==> config.mk <==
export PLATFORM = sky130hd
export DESIGN_NAME = alarm_mask_and_lane_fifo_flags
export DESIGN_NICKNAME = d
export VERILOG_FILES = /design/src/alarm_pkg.sv /design/src/alarm_mask_and_lane_fifo_flags.sv
export SDC_FILE = /design/constraint.sdc
export NUM_CORES = 1
export LEC_CHECK = 0
export ABC_AREA = 1
export BUFFER_PORTS_ARGS = -buffer_cell sky130_fd_sc_hd__buf_2
export CAP_MARGIN = 20
export CORE_AREA = 2 2 83 85
export DETAILED_ROUTE_END_ITERATION = 8
export DIE_AREA = 0 0 85 87
export GPL_TIMING_DRIVEN = 0
export PLACE_DENSITY = 0.83
export SLEW_MARGIN = 15
export SYNTH_ARGS = -nofsm -noshare
export SYNTH_HDL_FRONTEND = slang
export SYNTH_SLANG_ARGS = --single-unit
==> constraint.sdc <==
create_clock -name aclk -period 2.6 [get_ports aclk]
set_clock_uncertainty 0.2 [all_clocks]
set_input_delay 0.39 -clock aclk [delete_from_list [all_inputs] [get_ports aclk]]
set_output_delay 0.39 -clock aclk [all_outputs]
set_load 0.01 [all_outputs]
==> src/alarm_pkg.sv <==
package alarm_pkg;

	// ==========================================================
	// register indices (byte address is four times the index)
	localparam logic [9:0] IDX_ALARM = 10'h2c0;
	localparam logic [9:0] IDX_STATUS = 10'h2c1;
	localparam logic [9:0] IDX_MASK = 10'h2c2;
	localparam logic [9:0] IDX_LANE = 10'h2c4;
	localparam logic [9:0] IDX_CTRL = 10'h2c8;

	// ==========================================================
	// field positions
	localparam int BIT_FIFO = 5;
	localparam int BIT_PLL = 4;
	localparam int BIT_LINK = 3;
	localparam int BIT_REALIGN = 2;
	localparam int BIT_RSVD = 1;
	localparam int BIT_DIV = 0;
	localparam int BIT_CAL_SEL = 0;

	// ==========================================================
	// reset values and field masks
	localparam logic [7:0] MASK_RESET = 8'h3f;
	localparam logic [7:0] STATUS_RESET = 8'h3f;
	localparam logic [7:0] LANE_RESET = 8'hff;
	localparam logic [7:0] STATUS_STORED = 8'h3f;
	localparam logic [7:0] ALARM_SOURCES = 8'h3d;
	localparam logic CTRL_RESET = 1'b0;

	// ==========================================================
	// bus responses
	localparam logic [1:0] RESP_OKAY = 2'h0;
	localparam logic [1:0] RESP_SLVERR = 2'h2;

endpackage

==> src/alarm_mask_and_lane_fifo_flags.sv <==
`timescale 1ns/10ps
module alarm_mask_and_lane_fifo_flags #(
	parameter int ADDR_W = 12,
	parameter int LANES = 8
) (
	input wire logic aclk,
	input wire logic aresetn,
	// axi4-lite write address
	input wire logic [ADDR_W-1:0] s_axi_awaddr,
	input wire logic [2:0] s_axi_awprot,
	input wire logic s_axi_awvalid,
	output logic s_axi_awready,
	// axi4-lite write data
	input wire logic [31:0] s_axi_wdata,
	input wire logic [3:0] s_axi_wstrb,
	input wire logic s_axi_wvalid,
	output logic s_axi_wready,
	// axi4-lite write response
	output logic [1:0] s_axi_bresp,
	output logic s_axi_bvalid,
	input wire logic s_axi_bready,
	// axi4-lite read address
	input wire logic [ADDR_W-1:0] s_axi_araddr,
	input wire logic [2:0] s_axi_arprot,
	input wire logic s_axi_arvalid,
	output logic s_axi_arready,
	// axi4-lite read data
	output logic [31:0] s_axi_rdata,
	output logic [1:0] s_axi_rresp,
	output logic s_axi_rvalid,
	input wire logic s_axi_rready,
	// alarm sources, levels sampled every clock; cal_status feeds the pin while cal_sel is 0
	input wire logic [LANES-1:0] lane_fifo_fault,
	input wire logic serializer_pll_unlock,
	input wire logic link_state_fault,
	input wire logic clock_realign,
	input wire logic divider_mismatch,
	input wire logic cal_status,
	// outputs
	output logic alarm_irq,
	output logic cal_status_output_pin
);

	// ==========================================================
	// helpers
	function automatic logic [9:0] reg_index(input logic [ADDR_W-1:0] a);
		reg_index = 10'(a[ADDR_W-1:2]);
	endfunction

	function automatic logic is_mapped(input logic [9:0] idx);
		is_mapped = (idx == alarm_pkg::IDX_ALARM) ||
			(idx == alarm_pkg::IDX_STATUS) ||
			(idx == alarm_pkg::IDX_MASK) ||
			(idx == alarm_pkg::IDX_LANE) ||
			(idx == alarm_pkg::IDX_CTRL);
	endfunction

	function automatic logic wr_hit(input logic en, input logic [9:0] idx,
			input logic [9:0] target);
		wr_hit = en && (idx == target);
	endfunction

	// ==========================================================
	// state
	logic [7:0] alarm_source_mask;
	logic [7:0] alarm_flag_register;
	logic [LANES-1:0] lane_fifo_fault_flags;
	logic cal_sel;
	logic alarm_summary;

	logic aw_full;
	logic w_full;
	logic [9:0] aw_idx;
	logic [31:0] w_data;
	logic [3:0] w_strb;
	logic wr_en;
	logic [9:0] wr_idx;
	logic [7:0] wr_byte;
	logic wr_mask;
	logic wr_ctrl;
	logic wr_status;
	logic wr_lane;

	logic [7:0] next_status;
	logic [LANES-1:0] next_lane;
	logic [7:0] status_set;
	logic [7:0] status_clr;
	logic [LANES-1:0] lane_clr;
	logic next_alarm;
	logic [9:0] rd_idx;
	logic [31:0] rd_word;

	// ==========================================================
	// write channel
	always_ff @(posedge aclk) begin
		if (!aresetn) begin
			s_axi_awready <= 1'b1;
			aw_full <= 1'b0;
			aw_idx <= '0;
		end else if (s_axi_awvalid && s_axi_awready) begin
			s_axi_awready <= 1'b0;
			aw_full <= 1'b1;
			aw_idx <= reg_index(s_axi_awaddr);
		end else if (s_axi_bvalid && s_axi_bready) begin
			s_axi_awready <= 1'b1;
			aw_full <= 1'b0;
		end
	end

	always_ff @(posedge aclk) begin
		if (!aresetn) begin
			s_axi_wready <= 1'b1;
			w_full <= 1'b0;
			w_data <= '0;
			w_strb <= '0;
		end else if (s_axi_wvalid && s_axi_wready) begin
			s_axi_wready <= 1'b0;
			w_full <= 1'b1;
			w_data <= s_axi_wdata;
			w_strb <= s_axi_wstrb;
		end else if (s_axi_bvalid && s_axi_bready) begin
			s_axi_wready <= 1'b1;
			w_full <= 1'b0;
		end
	end

	// both halves held: commit once, then answer
	always_ff @(posedge aclk) begin
		if (!aresetn) begin
			s_axi_bvalid <= 1'b0;
		end else if (aw_full && w_full && !s_axi_bvalid) begin
			s_axi_bvalid <= 1'b1;
		end else if (s_axi_bvalid && s_axi_bready) begin
			s_axi_bvalid <= 1'b0;
		end
	end

	// unmapped indices answer with an error, nothing changes
	always_ff @(posedge aclk) begin
		if (!aresetn) begin
			s_axi_bresp <= alarm_pkg::RESP_OKAY;
		end else if (aw_full && w_full && !s_axi_bvalid) begin
			s_axi_bresp <= is_mapped(aw_idx) ? alarm_pkg::RESP_OKAY :
				alarm_pkg::RESP_SLVERR;
		end
	end

	always_comb begin
		wr_en = aw_full && w_full && !s_axi_bvalid && w_strb[0];
		wr_idx = aw_idx;
		wr_byte = w_data[7:0];
	end

	// ==========================================================
	// write decode, one strobe per writable register
	always_comb begin
		wr_mask = wr_hit(wr_en, wr_idx, alarm_pkg::IDX_MASK);
		wr_ctrl = wr_hit(wr_en, wr_idx, alarm_pkg::IDX_CTRL);
		wr_status = wr_hit(wr_en, wr_idx, alarm_pkg::IDX_STATUS);
		wr_lane = wr_hit(wr_en, wr_idx, alarm_pkg::IDX_LANE);
	end

	// ==========================================================
	// read channel
	always_comb begin
		rd_idx = reg_index(s_axi_araddr);
		// unmapped indices read as zero
		unique case (rd_idx)
			alarm_pkg::IDX_ALARM: rd_word = {31'h0, alarm_summary};
			alarm_pkg::IDX_STATUS: rd_word = {24'h0, alarm_flag_register};
			alarm_pkg::IDX_MASK: rd_word = {24'h0, alarm_source_mask};
			alarm_pkg::IDX_LANE: rd_word = 32'(lane_fifo_fault_flags);
			alarm_pkg::IDX_CTRL: rd_word = {31'h0, cal_sel};
			default: rd_word = 32'h0;
		endcase
	end

	always_ff @(posedge aclk) begin
		if (!aresetn) begin
			s_axi_arready <= 1'b1;
			s_axi_rvalid <= 1'b0;
		end else if (s_axi_arvalid && s_axi_arready) begin
			s_axi_arready <= 1'b0;
			s_axi_rvalid <= 1'b1;
		end else if (s_axi_rvalid && s_axi_rready) begin
			s_axi_arready <= 1'b1;
			s_axi_rvalid <= 1'b0;
		end
	end

	// payload captured with the address, held until taken
	always_ff @(posedge aclk) begin
		if (!aresetn) begin
			s_axi_rdata <= '0;
			s_axi_rresp <= alarm_pkg::RESP_OKAY;
		end else if (s_axi_arvalid && s_axi_arready) begin
			s_axi_rdata <= rd_word;
			s_axi_rresp <= is_mapped(rd_idx) ? alarm_pkg::RESP_OKAY :
				alarm_pkg::RESP_SLVERR;
		end
	end

	// ==========================================================
	// mask and control
	always_ff @(posedge aclk) begin
		if (!aresetn) begin
			alarm_source_mask <= alarm_pkg::MASK_RESET;
		end else if (wr_mask) begin
			// reserved bits stored as written
			alarm_source_mask <= wr_byte;
		end
	end

	always_ff @(posedge aclk) begin
		if (!aresetn) begin
			cal_sel <= alarm_pkg::CTRL_RESET;
		end else if (wr_ctrl) begin
			cal_sel <= wr_byte[alarm_pkg::BIT_CAL_SEL];
		end
	end

	// ==========================================================
	// status flags: set wins over clear
	always_comb begin
		status_set = 8'h0;
		status_set[alarm_pkg::BIT_FIFO] = |lane_fifo_fault;
		status_set[alarm_pkg::BIT_PLL] = serializer_pll_unlock;
		status_set[alarm_pkg::BIT_LINK] = link_state_fault;
		status_set[alarm_pkg::BIT_REALIGN] = clock_realign;
		status_set[alarm_pkg::BIT_DIV] = divider_mismatch;
		status_clr = wr_status ? wr_byte : 8'h0;
		// mask plays no part here
		next_status = ((alarm_flag_register & ~status_clr) | status_set) &
			alarm_pkg::STATUS_STORED;
	end

	always_ff @(posedge aclk) begin
		if (!aresetn) begin
			alarm_flag_register <= alarm_pkg::STATUS_RESET;
		end else begin
			alarm_flag_register <= next_status;
		end
	end

	// ==========================================================
	// per-lane fifo fault flags
	always_comb begin
		lane_clr = '0;
		if (wr_lane) begin
			lane_clr = wr_byte[LANES-1:0];
		end
		if (wr_status && wr_byte[alarm_pkg::BIT_FIFO]) begin
			lane_clr = '1;
		end
		// persisting fault re-sets in the same cycle
		next_lane = (lane_fifo_fault_flags & ~lane_clr) | lane_fifo_fault;
	end

	always_ff @(posedge aclk) begin
		if (!aresetn) begin
			lane_fifo_fault_flags <= alarm_pkg::LANE_RESET[LANES-1:0];
		end else begin
			lane_fifo_fault_flags <= next_lane;
		end
	end

	// ==========================================================
	// summary alarm, interrupt and pin
	always_comb begin
		next_alarm = |(next_status & ~alarm_source_mask &
			alarm_pkg::ALARM_SOURCES);
	end

	always_ff @(posedge aclk) begin
		if (!aresetn) begin
			alarm_summary <= 1'b0;
		end else begin
			alarm_summary <= next_alarm;
		end
	end

	// interrupt mirrors the alarm bit
	always_ff @(posedge aclk) begin
		if (!aresetn) begin
			alarm_irq <= 1'b0;
		end else begin
			alarm_irq <= next_alarm;
		end
	end

	always_ff @(posedge aclk) begin
		if (!aresetn) begin
			cal_status_output_pin <= 1'b0;
		end else begin
			cal_status_output_pin <= cal_sel ? next_alarm : cal_status;
		end
	end

endmodule // alarm_mask_and_lane_fifo_flags

==> PnR_summary.wiki <==
{| class="wikitable"
! Metric !! Value
|-
| Outcome || finished, final reports clean
|-
| CTS Hold Bufs || 0
|-
| Root buffer selected by CTS || sky130_fd_sc_hd__clkbuf_8
|-
| Area taken by flip-flops and latches || 0.00122 sq mm
|-
| Maximum clock frequency || 0.552 GHz
|-
| Final Net Count || 569
|-
| Detailed Place HPWL || 5320 um
|-
| Area of the mapped netlist || 0.00288 sq mm
|-
| Area of combinational cells with multiple inputs || 0.00131 sq mm
|-
| Router iterations before antenna repair || 5
|-
| Relative max-transition margin || 58.4%
|-
| Most frequent cells in the layout || sky130_fd_sc_hd__buf_2 (65), sky130_fd_sc_hd__dfxtp_1 (61), sky130_fd_sc_hd__nand2_1 (60), sky130_fd_sc_hd__inv_1 (49), sky130_fd_sc_hd__nand3_1 (38)
|-
| Finish-stage setup viols || 0
|-
| First-iteration detailed-routing DRC count || 178
|-
| Area growth from synthesis to layout || 23.6%
|-
| Total routing resource utilization after global routing || 18.8%
|-
| Final GP Congestion || 0.879
|-
| Clock slew seen by the registers of the worst setup and hold paths || 0.06 ns
|-
| TritonCTS clock tree || built
|-
| Power, Total || 1970 uW
|-
| H-tree levels || 3
|-
| Layout cell share with drive strength beyond 1 || 25.3%
|-
| Number of clock sinks || 61
|-
| Total of flip-flops plus latches after synthesis || 61
|-
| Clock buffers created by TritonCTS || 9
|-
| Worst-case hold slack || 0.0548 ns
|-
| Vias || 2711
|-
| First-pass GRT wire length || 11100 um
|-
| Vias in the first global route || 2464
|-
| Count of standard-cell rows || 30
|-
| Most common cell after layout, fill and taps aside || sky130_fd_sc_hd__buf_2
|-
| Kind of end point of the critical path || flop
|-
| Required time reported for the critical path endpoint || 2.64 ns
|-
| Slew at the pin closest to its max-slew limit || 0.624 ns
|-
| Sequential share of the synthesized area || 42.4%
|-
| Final count of hold timing violations || 0
|-
| Wirelength, routed || 6750 um
|-
| Maximum clock insertion buffer count || 2
|-
| Die ar. || 0.00740 sq mm
|-
| Post-CTS Setup Inserts || 0
|-
| Routed vias/inst || 4.79
|-
| Drt wl/cell || 11.9 um
|-
| Leakage || 0.00184 uW
|-
| Maxcap violations || 0
|-
| Total overflow reported by the global router || 0
|-
| Maximum resistive drop on vdd || 0.351 mV
|-
| Top cells by area in the synthesized netlist || sky130_fd_sc_hd__dfxtp_1 (42%), sky130_fd_sc_hd__nand2_1 (7.8%), sky130_fd_sc_hd__buf_4 (6.8%), sky130_fd_sc_hd__nand3_1 (6.6%), sky130_fd_sc_hd__inv_1 (6.4%)
|-
| Setup TNS Final || 0 ns
|-
| Arr. time, crit path || 1.86 ns
|-
| Max-slew violation count || 0
|-
| I/O pin count || 129
|-
| Initial antenna violation count || 0
|-
| Worst setup path category || reg2reg
|-
| Diodes inserted || 0
|-
| Startpoint kind of the worst setup timing path || flop
|-
| Syn avg cell area || 7.52 sq um
|-
| Vert. Die Dim || 87 um
|-
| Critical path fanouts, max || 9
|-
| Width of the die || 85 um
|-
| Number of warnings printed during yosys synthesis || 0
|-
| Top cell type by total area after synthesis || sky130_fd_sc_hd__dfxtp_1
|-
| Largest net degree at the start of global routing || 11
|-
| Hold Crit Class || in2reg
|-
| Portion of synthesized cell area occupied by the leading cell type || 42.4%
|-
| Initial Utilization || 43.9%
|-
| Period utilisation layout || 69.7%
|-
| Number of routed nets with antenna violations || 0
|-
| Unique masters post-synth || 31
|-
| DRC violation count after routing || 0
|-
| Post-cts sizing count || 0
|-
| Post-synthesis instance total || 383
|-
| Power per cell area || 554 mW/mm^2
|-
| Number of I/O port buffers || 64
|-
| Min cycle time layout || 1.81 ns
|-
| Placeable core region || 0.00657 sq mm
|-
| RSZ-0062 raised after global routing || no
|-
| Filler cells || 667
|-
| Worst-Skew Late Latency || 0.34 ns
|}
## final cells by class
| class | count | share of cell area [%] |
|---|---|---|
| multi-input combinational | 255 | 36.8 |
| sequential | 61 | 34.3 |
| timing repair buffer | 64 | 9.00 |
| buffer | 38 | 6.78 |
| inverter | 54 | 5.69 |
| clock buffer | 12 | 4.36 |
| tap | 80 | 2.81 |
| clock inverter | 2 | 0.281 |
## cells by family (layout without fill, tap and decap cells)
kind of cell,Yosys count,count (layout),share of synthesized area (%)
simple gates,152,152,27.1
buf+inv,92,170,15.4
compound gates,77,77,15.0
flops,61,61,42.4
other cells,1,26,0.130
## sequential cells by signal (all words and copies together), names as in the netlist, 6 cells and up
| name | cells |
|---|---|
| s_axi_rdata | 8 |
| aw_idx | 10 |
| lane_fifo_fault_flags | 8 |
| w_data | 8 |
| alarm_flag_register | 6 |
| alarm_source_mask | 8 |
## Yosys cell counts (all sizes together)
cell type,n
a211oi,1
a21oi,30
buf,28
clkbuf,10
clkinv,1
conb,1
dfxtp,61
inv,53
nand2,63
nand3,39
nand4,13
nor2,32
nor3,2
nor4,2
nor4b,1
o211ai,14
o21ai,28
o221ai,1
o22ai,2
o311ai,1
## metal layers
| metal | track usage [%] | up-vias | wire (um) |
|---|---|---|---|
| met3 | 3.32 | 13 | 490 |
| met5 | 0 | - | 0 |
| li1 | - | 1411 | - |
| met2 | 30.7 | 98 | 3070 |
| met4 | 10.5 | 0 | 186 |
| met1 | 23.5 | 1189 | 3000 |
## through the flow
step | cell area [sq um] | cells | worst slack (ns) | utilization (%)
global route | 3560 | 566 | 0.631 | 54.2
finish | 3560 | 566 | 0.788 | 54.2
CTS | 3560 | 566 | 0.794 | 54.2
detailed placement | 3400 | 552 | 0.574 | 51.7
floorplan | 2980 | 408 | 1.00 | -
global placement | 3400 | 552 | 0.640 | 51.7
## critical path, stage by stage, from the launching register on
cell and delay, ns:
sky130_fd_sc_hd__dfxtp_1 0.34, sky130_fd_sc_hd__inv_2 0.06, sky130_fd_sc_hd__nand3_2 0.12, sky130_fd_sc_hd__nor2_8 0.19, sky130_fd_sc_hd__nand4_4 0.19, sky130_fd_sc_hd__nand2_2 0.10
sky130_fd_sc_hd__nand2_1 0.05, sky130_fd_sc_hd__nand2_1 0.06, sky130_fd_sc_hd__nand2_1 0.06, sky130_fd_sc_hd__nor2_2 0.14, sky130_fd_sc_hd__nand3_1 0.09, sky130_fd_sc_hd__nand2_1 0.06
sky130_fd_sc_hd__inv_1 0.03
## power by group
part	switching (uW)	internal, uW
logic	145	97.1
registers	28.7	973
clock network	343	384
total	517	1450
## path summary, 6_finish.rpt
kind / startpoint / endpoint / slack [ns] / cells after the start
min reg2reg: alarm_source_mask[6]$_SDFFE_PN0P_ / alarm_source_mask[6]$_SDFFE_PN0P_ / 0.26 / 2
max: s_axi_bvalid$_SDFFE_PN0P_ / cal_status_output_pin$_SDFF_PN0_ / 0.79 / 12
min: divider_mismatch / alarm_flag_register[0]$_SDFF_PN1_ / 0.05 / 3
max reg2reg: s_axi_bvalid$_SDFFE_PN0P_ / cal_status_output_pin$_SDFF_PN0_ / 0.79 / 12
Note: power is estimated with default switching activity, not from simulation.
